File: src/txrx_evt_pkg.sv
// Purpose: constants for the transmit/receive event status latches
// Assumes: plain register port, 32-bit data, one clock
// Notes: offsets of both status views and the mask are local choices
package txrx_evt_pkg;

  // ==========================================================
  // register map
  localparam logic [7:0] PRIMARY_STATUS_OFS = 8'h28;
  localparam logic [7:0] AUX_STATUS_OFS = 8'h80;
  localparam logic [7:0] EVENT_MASK_OFS = 8'h90;
  localparam logic [7:0] TX_STATE_OFS = 8'h94;

  // ==========================================================
  // field positions
  localparam int RX_DONE_BIT = 6;
  localparam int TX_UNDERFLOW_BIT = 5;
  localparam int RESERVED_BIT = 4;
  localparam int JABBER_BIT = 3;
  localparam int TX_DESC_UNAVAIL_BIT = 2;
  localparam int TX_STOPPED_BIT = 1;
  localparam int TX_DONE_BIT = 0;
  localparam int FLAG_W = 7;
  localparam int DESC_UNDERFLOW_ERR_BIT = 1;
  localparam int DESC_JABBER_BIT = 14;
  localparam int DESC_INT_REQ_BIT = 31;

  // ==========================================================
  // reset values and writable masks
  localparam logic [6:0] FLAG_RESET = 7'h00;
  localparam logic [6:0] FLAG_VALID = 7'h6f;
  localparam logic [6:0] MASK_RESET = 7'h00;
  localparam logic [31:0] DESC_STATUS_RESET = 32'h0000_0000;

  typedef enum logic [1:0] {TXEV_RUN, TXEV_SUSPEND, TXEV_STOP} txev_state_t;

endpackage

File: src/txrx_evt_status.sv
// Purpose: sticky transmit/receive event flags with mask and interrupt
// Assumes: events are one-cycle pulses synchronous to core_clk
// Notes: the same flags answer at the primary and auxiliary offsets
//   irq is registered and trails the flags by one cycle
//
// The address-and-strobe port and the placing of the registers were chosen for this implementation.
`timescale 1ns/1ps
module txrx_evt_status
  import txrx_evt_pkg::*;
#(
  parameter int ADDR_W = 8
)
(
  input wire logic core_clk,
  input wire logic arst_n,
  input wire logic [ADDR_W-1:0] regAddr,
  input wire logic [31:0] regWdata,
  input wire logic regWr,
  input wire logic regRd,
  output logic [31:0] regRdata,
  input wire logic rxFrameDone,
  input wire logic txFrameDone,
  input wire logic txFirstCtrlIntReq,
  input wire logic txFifoEmpty,
  input wire logic txSending,
  input wire logic jabberExpired,
  input wire logic txDescNotOwned,
  input wire logic txStopReq,
  input wire logic txStartReq,
  input wire logic txPollDemand,
  input wire logic txAutoPoll,
  input wire logic txDescOwned,
  output logic [31:0] txDescStatus,
  output logic txDescStatusWr,
  output logic [1:0] txState,
  output logic irq
);

  // ==========================================================
  // elaboration check
  if (ADDR_W < 8)
  begin : gAddrChk
    $error("ADDR_W must hold the 8-bit offsets");
  end

  if (FLAG_W != 7)
  begin : gFlagChk
    $error("flag group must match the seven-bit flag vectors");
  end

  if ((RX_DONE_BIT >= FLAG_W) || (TX_UNDERFLOW_BIT >= FLAG_W))
  begin : gFieldChk
    $error("flag positions must lie inside the flag group");
  end

  if ((DESC_JABBER_BIT > 31) || (DESC_UNDERFLOW_ERR_BIT > 31))
  begin : gDescChk
    $error("status word bits must lie inside 32 bits");
  end

  if (FLAG_VALID[RESERVED_BIT] != 1'b0)
  begin : gRsvdChk
    $error("reserved flag bit must stay out of the writable mask");
  end

  // ==========================================================
  // event decode
  logic [6:0] evt;
  logic [6:0] clr;
  logic statusHit;
  logic underflowEvt;
  logic stopEvt;
  txev_state_t txState_r;
  txev_state_t txState_nxt;
  logic [6:0] flag_r;
  logic [6:0] mask_r;

  assign statusHit = (regAddr == ADDR_W'(PRIMARY_STATUS_OFS))
                  || (regAddr == ADDR_W'(AUX_STATUS_OFS));
  assign underflowEvt = txFifoEmpty && txSending
                     && (txState_r == TXEV_RUN);
  // each entry into stop marks the flag; reset itself does not
  assign stopEvt = (txState_nxt == TXEV_STOP)
                && (txState_r != TXEV_STOP);

  logic txStopped;
  logic rxDoneEvt;
  logic jabberEvt;
  logic descUnavailEvt;
  logic txDoneEvt;

  assign txStopped = (txState_r == TXEV_STOP);
  assign rxDoneEvt = rxFrameDone;
  assign jabberEvt = jabberExpired;
  // a missing descriptor only matters while transmit is alive
  assign descUnavailEvt = txDescNotOwned && !txStopped;
  assign txDoneEvt = txFrameDone && txFirstCtrlIntReq;

  // one vector in flag order; bit 4 has no event and stays low
  always_comb
  begin
    evt = '0;
    evt[RX_DONE_BIT] = rxDoneEvt;
    evt[TX_UNDERFLOW_BIT] = underflowEvt;
    evt[JABBER_BIT] = jabberEvt;
    evt[TX_DESC_UNAVAIL_BIT] = descUnavailEvt;
    evt[TX_STOPPED_BIT] = stopEvt;
    evt[TX_DONE_BIT] = txDoneEvt;
    evt[RESERVED_BIT] = 1'b0;
  end

  // write-one-to-clear through either view; reserved bit 4 is
  // masked so a write can never touch it
  always_comb
  begin
    clr = 7'h00;
    if (regWr && statusHit)
      clr = regWdata[6:0] & FLAG_VALID;
  end

  // ==========================================================
  // transmit process state
  logic stopCause;
  logic resumeOk;

  // jabber and software stop both force stop from any live state
  assign stopCause = jabberEvt || txStopReq;
  // without auto polling the host must also demand a poll
  assign resumeOk = txDescOwned && (txAutoPoll || txPollDemand);

  always_comb
  begin
    txState_nxt = txState_r;
    unique case (txState_r)
      TXEV_RUN:
      begin
        if (stopCause)
          txState_nxt = TXEV_STOP;
        else if (underflowEvt)
          txState_nxt = TXEV_SUSPEND;
        else if (txDescNotOwned)
          txState_nxt = TXEV_SUSPEND;
      end

      TXEV_SUSPEND:
      begin
        if (stopCause)
          txState_nxt = TXEV_STOP;
        else if (resumeOk)
          txState_nxt = TXEV_RUN;
      end

      TXEV_STOP:
      begin
        if (txStartReq)
          txState_nxt = TXEV_RUN;
      end

      default: txState_nxt = TXEV_STOP;
    endcase
  end

  always_ff @(posedge core_clk or negedge arst_n)
  begin
    if (!arst_n)
      txState_r <= TXEV_STOP;
    else
      txState_r <= txState_nxt;
  end

  always_ff @(posedge core_clk or negedge arst_n)
  begin
    if (!arst_n)
      txState <= TXEV_STOP;
    else
      txState <= txState_nxt;
  end

  // ==========================================================
  // descriptor status write-back
  logic descWr_nxt;
  logic [31:0] descStatus_nxt;

  // the word is rebuilt from zero for every report so a stale
  // error bit of an earlier frame is never written back again
  always_comb
  begin
    descStatus_nxt = DESC_STATUS_RESET;
    descWr_nxt = 1'b0;
    if (underflowEvt)
    begin
      descStatus_nxt[DESC_UNDERFLOW_ERR_BIT] = 1'b1;
      descWr_nxt = 1'b1;
    end
    if (jabberEvt && !txStopped)
    begin
      descStatus_nxt[DESC_JABBER_BIT] = 1'b1;
      descWr_nxt = 1'b1;
    end
  end

  always_ff @(posedge core_clk or negedge arst_n)
  begin
    if (!arst_n)
      txDescStatusWr <= 1'b0;
    else
      txDescStatusWr <= descWr_nxt;
  end

  always_ff @(posedge core_clk or negedge arst_n)
  begin
    if (!arst_n)
      txDescStatus <= DESC_STATUS_RESET;
    else
      txDescStatus <= descStatus_nxt;
  end

  // ==========================================================
  // sticky flags, one per bit; a set in the clearing cycle wins
  // so an event arriving under a clear is never lost
  logic [6:0] setVec;
  logic [6:0] clrVec;

  assign setVec = evt & FLAG_VALID;
  assign clrVec = clr & ~setVec;

  for (genvar i = 0; i < FLAG_W; i++)
  begin : gFlag
    always_ff @(posedge core_clk or negedge arst_n)
    begin
      if (!arst_n)
        flag_r[i] <= FLAG_RESET[i];
      else if (setVec[i])
        flag_r[i] <= 1'b1;
      else if (clrVec[i])
        flag_r[i] <= 1'b0;
    end
  end

  // ==========================================================
  // register decode; both status views share one decode
  logic hitMask;
  logic hitState;
  logic wrMask;
  logic rdStatus;
  logic rdMask;
  logic rdState;
  logic [31:0] rdData_nxt;

  assign hitMask = (regAddr == ADDR_W'(EVENT_MASK_OFS));
  assign hitState = (regAddr == ADDR_W'(TX_STATE_OFS));
  assign wrMask = regWr && hitMask;
  assign rdStatus = regRd && statusHit;
  assign rdMask = regRd && hitMask;
  assign rdState = regRd && hitState;

  // ==========================================================
  // mask; reserved bit kept at zero so it can never raise irq
  always_ff @(posedge core_clk or negedge arst_n)
  begin
    if (!arst_n)
      mask_r <= MASK_RESET;
    else if (wrMask)
      mask_r <= regWdata[6:0] & FLAG_VALID;
  end

  // ==========================================================
  // interrupt; registered so irq is glitch free, one cycle behind
  logic [6:0] pend;

  assign pend = flag_r & mask_r;

  always_ff @(posedge core_clk or negedge arst_n)
  begin
    if (!arst_n)
      irq <= 1'b0;
    else
      irq <= |pend;
  end

  // ==========================================================
  // read port, data in the cycle after the strobe only
  always_comb
  begin
    rdData_nxt = 32'h0000_0000;
    if (rdStatus)
      rdData_nxt = {25'h0, flag_r & FLAG_VALID};
    else if (rdMask)
      rdData_nxt = {25'h0, mask_r};
    else if (rdState)
      rdData_nxt = {30'h0, txState_r};
  end

  always_ff @(posedge core_clk or negedge arst_n)
  begin
    if (!arst_n)
      regRdata <= 32'h0000_0000;
    else
      regRdata <= rdData_nxt;
  end

endmodule

File: config.mk
export PLATFORM = sky130hd
export DESIGN_NAME = txrx_evt_status
export DESIGN_NICKNAME = d
export VERILOG_FILES = /design/src/txrx_evt_pkg.sv /design/src/txrx_evt_status.sv
export SDC_FILE = /design/constraint.sdc
export NUM_CORES = 1
export LEC_CHECK = 0
export ABC_CLOCK_PERIOD_IN_PS = 1300
export BUFFER_PORTS_ARGS = -buffer_cell sky130_fd_sc_hd__buf_2
export CELL_PAD_IN_SITES_DETAIL_PLACEMENT = 1
export CELL_PAD_IN_SITES_GLOBAL_PLACEMENT = 1
export CORE_ASPECT_RATIO = 0.9
export CORE_UTILIZATION = 27
export DETAILED_ROUTE_END_ITERATION = 6
export HOLD_SLACK_MARGIN = 0.06
export PLACE_DENSITY = 0.89
export SLEW_MARGIN = 40
export SYNTH_ARGS = -nofsm -noshare
export SYNTH_HDL_FRONTEND = slang
export SYNTH_SLANG_ARGS = --single-unit
File: constraint.sdc
create_clock -name core_clk -period 1.3 [get_ports core_clk]
set_input_delay 0.325 -clock core_clk [delete_from_list [all_inputs] [get_ports core_clk]]
set_output_delay 0.325 -clock core_clk [all_outputs]
set_load 0.1 [all_outputs]
### Word-level counts from Yosys, hierarchy flattened

Index checks and enable logic that the tools add are counted.

| operators by class | value |
|---|---|
| equality and inequality tests | 8 |
| muxes and demuxes | 26 |
| bitwise gates (word level) | 3 |
| reduce and logical (&&, ||, !) cells | 24 |

Operators with widths:

| kind | count |
|---|---|
| 8-bit == test, second input constant | 3 |
| 7-bit two-way mux | 3 |
| 1-bit two-way mux | 15 |
| 7-bit AND | 2 |
| 2-bit two-way mux | 7 |
| 1-bit logical AND | 12 |
| 2-bit nonzero test | 6 |
| 8-bit by 6-bit == test with 1-bit output, second input constant | 1 |
| 7-bit NOT | 1 |
| 7-bit OR reduction | 1 |
| 2-bit one-hot mux with 3 select lines | 1 |
| 2-bit == test, second input constant | 2 |
| 1-bit logical OR | 3 |
| 2-bit by 1-bit == test with 1-bit output, second input constant | 1 |
| 2-bit logical NOT | 1 |
| 2-bit != test, second input constant | 1 |
| 1-bit logical NOT | 1 |

| word-level totals | value |
|---|---|
| register bits | 50 |
| input bits | 56 |
| word-level logic and storage cells | 73 |

### Longest topological paths before layout

Gate-level depths: netlist of run 1.

| logic depth | value |
|---|---|
| word-level depth | 11 |
| gate-level depth with buffers | 4 |
| mapped depth without buffers | 3 |

### Least setup slack after synthesis of run 1

OpenSTA, ideal clock, no wires.

| timing path | value |
|---|---|
| kind | register to register |
| from | register, netlist name txState[0] |
| to | register flag_r[1] |
| library setup time | 0.126 ns |
| data arrival time | 1.445 ns |
| required time | 1.174 ns |
| path slack | -0.271 ns |
| cell stages (with the launch flop) | 3 |
| buffers on the path | 0 |
| period minus slack after synthesis | 1.571 ns |
| cell sequence | dfrtp_1 -> nand2b_1 -> a221o_1 |

RTL lines:

| item | line | RTL |
|---|---|---|
| to (signal, indexed assignment) | txrx_evt_status.sv:232 | `flag_r[i] <= FLAG_RESET[i];` |
| to (decl) | txrx_evt_status.sv:75 | `logic [6:0] flag_r;` |

### Worst setup path after layout of run 1

| timing path | value |
|---|---|
| from | register txState[1] |
| to | output txState[1] |

RTL lines:

| item | line | RTL |
|---|---|---|
| from (decl) | txrx_evt_status.sv:35 | `output logic [1:0] txState,` |
| from (signal assigned) | txrx_evt_status.sv:176 | `txState <= txState_nxt;` |

No word-level cell between the ends.

==> results.sh, run 1 <==
export IMPL_synth_edf_count=0
export IMPL_diodes=0
export IMPL_yosys_area_top_type="dfrtp_1"
export IMPL_syn_area_per_cell_um2=9.92
export IMPL_relSlewSlack_pct=64.5
export IMPL_gp_congestion=0.890
export IMPL_grt_pass1_wl_um=5550
export IMPL_rsz0062_at_grt="yes"
export IMPL_hp_class="input pin to flip-flop"
export IMPL_fill_cells=629
export IMPL_finalPower_uw=2480
export IMPL_cts_tree="yes"
export IMPL_r2r_end="flag_r[1]$_DFFE_PN0P_"
export IMPL_dp_hpwl_um=2910
export IMPL_grt_usage_pct=12.6
export IMPL_status="finished with violations"
export IMPL_vdd_drop_max_uv=658
export IMPL_end_kind="output port"
export IMPL_synth_top_cell_area_share_pct=37.4
export IMPL_cp_slowest_stage_delay_ns=0.65
export IMPL_finalCriticalPeriod_ns=1.41
export IMPL_clkSinkCount=24
export IMPL_route_vias_total=1144
export IMPL_start_util_pct=28.6
export IMPL_wirelength_um=3650
export IMPL_fp_dieH_um=73.6
export IMPL_powerDensity_nw_per_um2=1260
export IMPL_post_route_util_pct=36.4
export IMPL_drtPass1Iterations=4
export IMPL_core_area_um2=5380
export IMPL_netlist_area_um2=1540
export IMPL_ys_types=30
export IMPL_slowest_stage="dfstp_4"
export IMPL_min_from="regWdata[6]"
export IMPL_finalSetupViolations=2
export IMPL_htreeDepth=1
export IMPL_yosysWarningCount=0
export IMPL_grt_max_degree=25
export IMPL_die_w_um=81.6
export IMPL_port_buffer_count=41
export IMPL_worst_slack_ns=-0.109
export IMPL_ys_async_sr_fraction_pct=100
export IMPL_worstSetupPathType="flip-flop to output port"
export IMPL_post_drt_wl_per_cell_um=13.2
export IMPL_syn_to_final_growth_pct=27.5
export IMPL_finalHoldViolCount=0
export IMPL_drive_gt1_share_pct=36.8
export IMPL_cts_root_buf="clkbuf_8"
export IMPL_cp_start_kind="flip-flop"
export IMPL_max_freq_mhz=710
export IMPL_vias_per_cell=4.14
export IMPL_slew_viol_final=0
export IMPL_drtIter0Drc=71
export IMPL_grt_pass1_vias=1151
export IMPL_yosysSeqAreaShare_pct=39.1
export IMPL_min_to="flag_r[6]$_DFFE_PN0P_"
export IMPL_path_cells="buf_12"
export IMPL_worstMarginPinSlew_ns=0.532
export IMPL_antenna_found_initial=0
export IMPL_cp_arrival_ns=1.08
export IMPL_hold_ws_ns=0.251
export IMPL_cts_clk_slew_worst_paths_ns=0.09
export IMPL_die_area_um2=6000
export IMPL_layout_nets=266
export IMPL_cp_required_ns=0.98
export IMPL_violations="negative setup slack"
export IMPL_r2r_start="txState[1]$_DFF_PN1_"
export IMPL_overflow=0
export IMPL_drc=0
export IMPL_path_buf_inv=1
export IMPL_synth_cells=155
export IMPL_insertion_delay_ns=0.26
export IMPL_skew_ns=0.00481
export IMPL_fin_crit_sh_pct=108
export IMPL_critPathTopFamily="flip-flops"
export IMPL_cp_depth=1
export IMPL_ys_flop_type="dfrtp_1"
export IMPL_drtAntennaViolNets=0
export IMPL_core_rowCount=25
export IMPL_reg2reg_setup_slack_ns=-0.03
export IMPL_leakage_uw=0.000966
export IMPL_crit_fanout=3
export IMPL_yosys_top_cells_area="dfrtp_1 (37%), buf_4 (27%), mux2_2 (5.9%), a21oi_1 (2.3%), a221o_1 (2.0%)"
export IMPL_finalSetupTns_ns=-0.134
export IMPL_cts_buffer_depth=2
export IMPL_maxCapViolCount=0
export IMPL_ys_seq_elements=24
export IMPL_hold_path_cell_count=2
export IMPL_cts_inserted_buffers=3
export IMPL_dp_slack_ns=-0.219
export IMPL_boundaryPins=124
export IMPL_rr_worst_depth=3
registers in the layout, indices dropped and copies added (netlist names):
signal          flops
flag_r              6
mask_r              6
regRdata            6
txDescStatus        2
txState             2
irq                 1
txDescStatusWr      1
cell usage after synthesis, types with 2 or more instances:
cell type / instances
a221o_1: 3
a21oi_1: 7
a22oi_1: 4
a31oi_1: 4
o21ai_0: 3
nor2b_1: 4
mux2_2: 8
nor3b_1: 2
o211ai_1: 4
buf_4: 56
inv_1: 7
dfrtp_1: 23
nor2_1: 4
nand2_1: 8
nand3_1: 2
nor3b_2: 2
per-layer routing:
metal | track usage, % | vias up | part of all wire (%)
met4 | 5.56 | 0 | 1.2
met2 | 25.0 | 54 | 57
met1 | 12.9 | 561 | 36
li1 | - | 525 | -
met5 | 0 | - | 0
met3 | 1.74 | 4 | 5.8
cell families after synthesis:
kind of cell	synth area share (%)
compound gates	12.5
buf+inv	29.6
flops	39.1
other cells	0.244
simple gates	12.6
mux	5.86
where the power goes:
| part | switching, µW | leakage [µW] | total (µW) | internal, µW |
|---|---|---|---|---|
| Clock | 231 | 0.0000288 | 501 | 270 |
| Combinational | 978 | 0.000643 | 1160 | 184 |
| Sequential | 30.5 | 0.000295 | 814 | 784 |
| Total | 1240 | 0.000966 | 2480 | 1240 |
worst max-delay path by stage:
stage | startpoint | endpoint | slack (ns)
2_1_floorplan | txState[1]$_DFF_PN1_ | flag_r[1]$_DFFE_PN0P_ | -0.06
3_3_place_gp | regAddr[6] | regRdata[3]$_DFF_PN0_ | -0.16
3_5_place_dp | regAddr[6] | regRdata[3]$_DFF_PN0_ | -0.22
4_1_cts | txState[1]$_DFF_PN1_ | txState[1] | -0.12
5_1_grt | txState[1]$_DFF_PN1_ | txState[1] | -0.14
6_report | txState[1]$_DFF_PN1_ | txState[1] | -0.11
final cells by class:
class	instances	area [µm²]	area share, %
inverter	7	26.3	1.34
timing repair buffer	53	478	24.4
sequential	24	607	31.0
tap	67	83.8	4.28
clock buffer	4	55.1	2.81
multi-input combinational	121	711	36.2
through the flow:
| stage | cells | instance area, µm² |
|---|---|---|
| 4_1_cts | 276 | 1950 |
| 6_report | 276 | 1960 |
| 2_1_floorplan | 210 | 1760 |
| 3_5_place_dp | 270 | 1880 |
| 3_3_place_gp | 270 | 1880 |
| 5_1_grt | 276 | 1960 |
cells in the final DEF, fill, tap and decap left out, types with 3 or more instances in the layout:
master and instances:
a22oi_1 4, o211ai_1 4, buf_2 29, dfrtp_1 22
a31oi_1 4, o21ai_0 3, conb_1 56, inv_1 7
nor2b_1 4, clkbuf_8 4, buf_12 12, nor2_1 3
a21oi_1 6, nand2_1 8, a221o_1 3, buf_4 11
mux2_2 8
repair_timing:
item | 4_1_cts | 5_1_grt
gates resized for setup | 0 | 3
endpoints found under the hold margin | 23 | 0
setup buffers | 1 | 0
hold buffers | 1 | 0
endpoints found under the setup margin | 2 | 5
Note: power is estimated with default switching activity, not from simulation.
==> run 2: changes to the inputs <==
ABC_AREA = 1   (was not set)
PLACE_DENSITY = 0.88   (was 0.89)
==> results.sh, run 2 <==
export IMPL_r2r_start="txState[1]$_DFF_PN1_"
export IMPL_clkSinkCount=24
export IMPL_core_rowCount=26
export IMPL_placed_area_um2=1920
export IMPL_wirelength_um=3500
export IMPL_die_w_um=84.6
export IMPL_leakage_uw=0.00113
export IMPL_htreeDepth=1
export IMPL_grt_pass1_wl_um=5640
export IMPL_finalSetupViolations=1
export IMPL_cp_required_ns=0.98
export IMPL_cp_slowest_stage_delay_ns=0.65
export IMPL_port_buffer_count=41
export IMPL_route_vias_total=1273
export IMPL_skew_ns=0.00448
export IMPL_yosysWarningCount=0
export IMPL_multi_input_area_um2=751
export IMPL_syn_to_final_growth_pct=20.5
export IMPL_maxCapViolCount=0
export IMPL_overflow=0
export IMPL_final_common_cell="conb_1"
export IMPL_fill_cells=709
export IMPL_post_drt_wl_per_cell_um=11.0
export IMPL_ys_flop_type="dfrtp_1"
export IMPL_finalCriticalPeriod_ns=1.41
export IMPL_grt_usage_pct=10.9
export IMPL_path_buf_inv=1
export IMPL_worstMarginPinSlew_ns=0.534
export IMPL_dp_hpwl_um=2790
export IMPL_fin_crit_sh_pct=108
export IMPL_ys_seq_elements=24
export IMPL_synth_edf_count=0
export IMPL_hp_class="input pin to flip-flop"
export IMPL_start_util_pct=28.6
export IMPL_path_cells="buf_12"
export IMPL_insertion_delay_ns=0.26
export IMPL_critPathTopFamily="flip-flops"
export IMPL_finalPower_uw=2420
export IMPL_yosys_top_cells_area="dfrtp_1 (35%), buf_4 (25%), nand2_1 (10%), nand3_1 (4.2%), inv_1 (3.6%)"
export IMPL_vdd_drop_max_uv=341
export IMPL_cts_tree="yes"
export IMPL_boundaryPins=124
export IMPL_cp_depth=1
export IMPL_final_cell_mix="conb_1 (56), nand2_1 (46), buf_2 (29)"
export IMPL_netlist_area_um2=1660
export IMPL_yosys_area_top_type="dfrtp_1"
export IMPL_endpoint="txState[1]"
export IMPL_drtIter0Drc=79
export IMPL_worstSetupPathType="flip-flop to output port"
export IMPL_worst_slack_ns=-0.109
export IMPL_synth_cells=201
export IMPL_syn_area_per_cell_um2=8.24
export IMPL_synth_most_common_cell="buf_4"
export IMPL_cts_clk_slew_worst_paths_ns=0.08
export IMPL_slew_viol_final=0
export IMPL_crit_fanout=2
export IMPL_status="finished with violations"
export IMPL_grt_max_degree=25
export IMPL_max_freq_mhz=710
export IMPL_cts_inserted_buffers=3
export IMPL_drive_gt1_share_pct=31.0
export IMPL_synth_top_cell_area_share_pct=34.7
export IMPL_drtAntennaViolNets=0
export IMPL_reg2reg_setup_slack_ns=0.09
export IMPL_rr_worst_depth=6
export IMPL_yosysSeqAreaShare_pct=36.3
export IMPL_end_kind="output port"
export IMPL_fin_area_um2=2000
export IMPL_synth_common_cells="buf_4 (56), nand2_1 (46), dfrtp_1 (23)"
export IMPL_grt_pass1_vias=1225
export IMPL_min_from="rxFrameDone"
export IMPL_rsz0062_at_grt="yes"
export IMPL_relSlewSlack_pct=64.4
export IMPL_layout_nets=305
export IMPL_ys_async_sr_fraction_pct=100
export IMPL_powerDensity_nw_per_um2=1210
export IMPL_antenna_found_initial=0
export IMPL_r2r_end="txState[1]$_DFF_PN1_"
export IMPL_fp_dieH_um=76.3
export IMPL_violations="design-rule violations, negative setup slack"
export IMPL_startpoint="txState[1]$_DFF_PN1_"
export IMPL_cp_arrival_ns=1.08
export IMPL_finalHoldViolCount=0
export IMPL_regArea_um2=607
export IMPL_top_regs="flag_r (6), mask_r (6), regRdata (6)"
export IMPL_slowest_stage="dfstp_4"
export IMPL_cts_buffer_depth=2
export IMPL_cp_start_kind="flip-flop"
export IMPL_ys_types=24
export IMPL_gp_congestion=0.756
export IMPL_cts_root_buf="clkbuf_8"
export IMPL_die_area_um2=6450
export IMPL_drc=9
export IMPL_drtPass1Iterations=6
export IMPL_core_area_um2=5790
export IMPL_vias_per_cell=4.00
export IMPL_diodes=0
## run 2: power by group
group	leakage, µW	total, µW	internal (µW)	switching, µW
clock	0.0000228	444	219	226
sequential	0.000295	817	785	32.0
combinational	0.000814	1160	163	994
## run 2: metrics by stage
step	hold WS [ns]	std cells	TNS, ns	setup slack (ns)	utilization, %
2_1_floorplan	0.0294	256	0	0.0917	-
3_3_place_gp	0.329	312	0	0.0513	33.2
6_report	0.254	318	-0.109	-0.109	34.5
3_5_place_dp	0.342	312	-0.00295	-0.00295	33.2
4_1_cts	0.257	318	-0.123	-0.123	34.4
5_1_grt	0.259	318	-0.140	-0.140	34.5
## run 2: logic make-up after synthesis
kind of cell           synth area share, %
and+or+nand+nor                       26.0
buffers and inverters                 31.4
DFF                                   36.3
AOI/OAI and AO/OA                     6.04
other                                0.226
## run 2: how the worst min path moves through the flow
stage,to,slack (ns),depth (start not counted)
final,flag_r[6]$_DFFE_PN0P_,0.25,3
after global routing,flag_r[6]$_DFFE_PN0P_,0.26,3
after CTS,flag_r[6]$_DFFE_PN0P_,0.26,3
after detailed placement,regRdata[0]$_DFF_PN0_,0.34,1
after global placement,regRdata[0]$_DFF_PN0_,0.33,1
after floorplan,flag_r[0]$_DFFE_PN0P_,0.03,0
## run 2: area by class of cell
class	instances	area share, %
multi-input combinational	152	37.6
timing repair buffer	45	20.9
clock buffer	4	2.26
inverter	23	4.45
sequential	24	30.4
tap	70	4.39
## run 2: metal layers
layer / vias up / global-route usage [%] / routed length (µm)
met5: - / 0 / 0
met4: 0 / 2.03 / 14
met3: 2 / 2.28 / 252
met2: 47 / 21.1 / 1920
met1: 620 / 12.1 / 1320
li1: 604 / - / -
## run 2: timing repair
action / in CTS / in global routing
hold endpoints to repair: 14 / 0
resized for setup: 1 / 1
hold buffers: 1 / 0
pin swaps: 0 / 0
cloned: 0 / 0
endpoints found under the setup margin: 1 / 3
buffers inserted: 1 / 0
==> run 3: changes to the inputs <==
ABC_CLOCK_PERIOD_IN_PS = 1700   (was 1300)
CORE_UTILIZATION = 29   (was 27)
PLACE_DENSITY = 0.93   (was 0.88)
clock period = 1.7 ns   (was 1.3 ns; I/O delays follow)
==> results.sh, run 3 (synthesis gave the netlist of run 2 again) <==
export IMPL_cts_root_buf="clkbuf_8"
export IMPL_max_freq_mhz=669
export IMPL_layout_nets=302
export IMPL_htreeDepth=1
export IMPL_final_cell_mix="conb_1 (56), nand2_1 (46), buf_2 (40)"
export IMPL_cts_clk_slew_worst_paths_ns=0.08
export IMPL_final_cells=312
export IMPL_rsz0062_at_grt="no"
export IMPL_skew_ns=0.000986
export IMPL_post_route_util_pct=33.2
export IMPL_grt_max_degree=25
export IMPL_cts_buffer_depth=2
export IMPL_top_regs="flag_r (6), mask_r (6), regRdata (6)"
export IMPL_placed_cells=308
export IMPL_die_w_um=81.7
export IMPL_fill_cells=683
export IMPL_critPathTopFamily="flip-flops"
export IMPL_maxCapViolCount=0
export IMPL_vias_per_cell=3.98
export IMPL_cp_arrival_ns=1.07
export IMPL_finalSetupTns_ns=0
export IMPL_grt_pass1_vias=1233
export IMPL_core_area_um2=5380
export IMPL_path_buf_inv=1
export IMPL_die_area_um2=6020
export IMPL_hp_class="input pin to async pin"
export IMPL_finalHoldViolCount=0
export IMPL_r2r_start="txState[0]$_DFF_PN0_"
export IMPL_drc=0
export IMPL_fin_crit_sh_pct=87.9
export IMPL_end_kind="output port"
export IMPL_overflow=0
export IMPL_rr_worst_depth=4
export IMPL_relSlewSlack_pct=64.4
export IMPL_finalPower_uw=1790
export IMPL_start_util_pct=30.8
export IMPL_clkSinkCount=24
export IMPL_port_buffer_count=41
export IMPL_cts_inserted_buffers=3
export IMPL_cts_tree="yes"
export IMPL_post_drt_wl_per_cell_um=11.6
export IMPL_syn_to_final_growth_pct=7.93
export IMPL_status="complete, no violations"
export IMPL_slew_viol_final=0
export IMPL_boundaryPins=124
export IMPL_ctsHoldBuffers=0
export IMPL_antenna_found_initial=0
export IMPL_gp_congestion=0.745
export IMPL_drtPass1Iterations=4
export IMPL_insertion_delay_ns=0.26
export IMPL_crit_fanout=5
export IMPL_dp_hpwl_um=2970
export IMPL_final_common_cell="conb_1"
export IMPL_fp_dieH_um=73.7
export IMPL_finalSetupViolations=0
export IMPL_reg2reg_setup_slack_ns=0.57
export IMPL_cp_start_kind="flip-flop"
export IMPL_core_rowCount=25
export IMPL_worstMarginPinSlew_ns=0.534
export IMPL_slowest_stage="dfstp_2"
export IMPL_leakage_uw=0.00108
export IMPL_wirelength_um=3620
export IMPL_powerDensity_nw_per_um2=1000
export IMPL_vdd_drop_max_uv=364
export IMPL_diodes=0
export IMPL_grt_usage_pct=12.2
export IMPL_cp_slowest_stage_delay_ns=0.61
export IMPL_grt_pass1_wl_um=5620
export IMPL_path_cells="buf_12"
export IMPL_regArea_um2=602
export IMPL_cp_required_ns=1.27
export IMPL_drtAntennaViolNets=0
export IMPL_route_vias_total=1242
export IMPL_r2r_end="txState[0]$_DFF_PN0_"
export IMPL_drtIter0Drc=43
export IMPL_worstSetupPathType="flip-flop to output port"
export IMPL_drive_gt1_share_pct=29.4
export IMPL_cts_setup_buffers=0
export IMPL_multi_input_area_um2=741
export IMPL_finalCriticalPeriod_ns=1.50
export IMPL_cts_resized=0
-- run 3: worst max-delay path by stage --
stage,depth (start not counted),to,from,slack [ns]
global route,1,txState[1],txState[1]$_DFF_PN1_,0.18
floorplan,4,txDescStatusWr$_DFF_PN0_,txState[0]$_DFF_PN0_,0.25
finish,1,txState[1],txState[1]$_DFF_PN1_,0.20
detailed placement,7,mask_r[2]$_DFFE_PN0P_,regAddr[0],0.24
global placement,7,mask_r[3]$_DFFE_PN0P_,regAddr[0],0.29
CTS,1,txState[1],txState[1]$_DFF_PN1_,0.19
-- run 3: where the power goes --
group          internal, µW  switching [µW]
logic                  75.8             753
clock network           167             177
registers               598            18.2
-- run 3: per-layer routing --
layer  share of wire [%]  GRT usage [%]  up-vias
li1                    -              -      594
met1                  37           12.8      598
met2                  56           24.4       46
met3                 5.7           2.36        4
met4                0.91           3.31        0
met5                   0              0        -
-- run 3: stage by stage --
stage,setup WS [ns],instance area (µm²),hold WS [ns]
floorplan,0.249,1860,0.129
global placement,0.287,1740,0.429
detailed placement,0.244,1740,0.435
CTS,0.194,1790,0.150
global route,0.177,1790,0.175
finish,0.205,1790,0.134
-- run 3: area by class of cell --
type / instances / area share, %
well taps: 67 / 4.69
clock buffers: 4 / 2.52
multi-input cells: 152 / 41.4
flip-flops and latches: 24 / 33.7
repair buffers: 42 / 12.7
inverters: 23 / 4.97
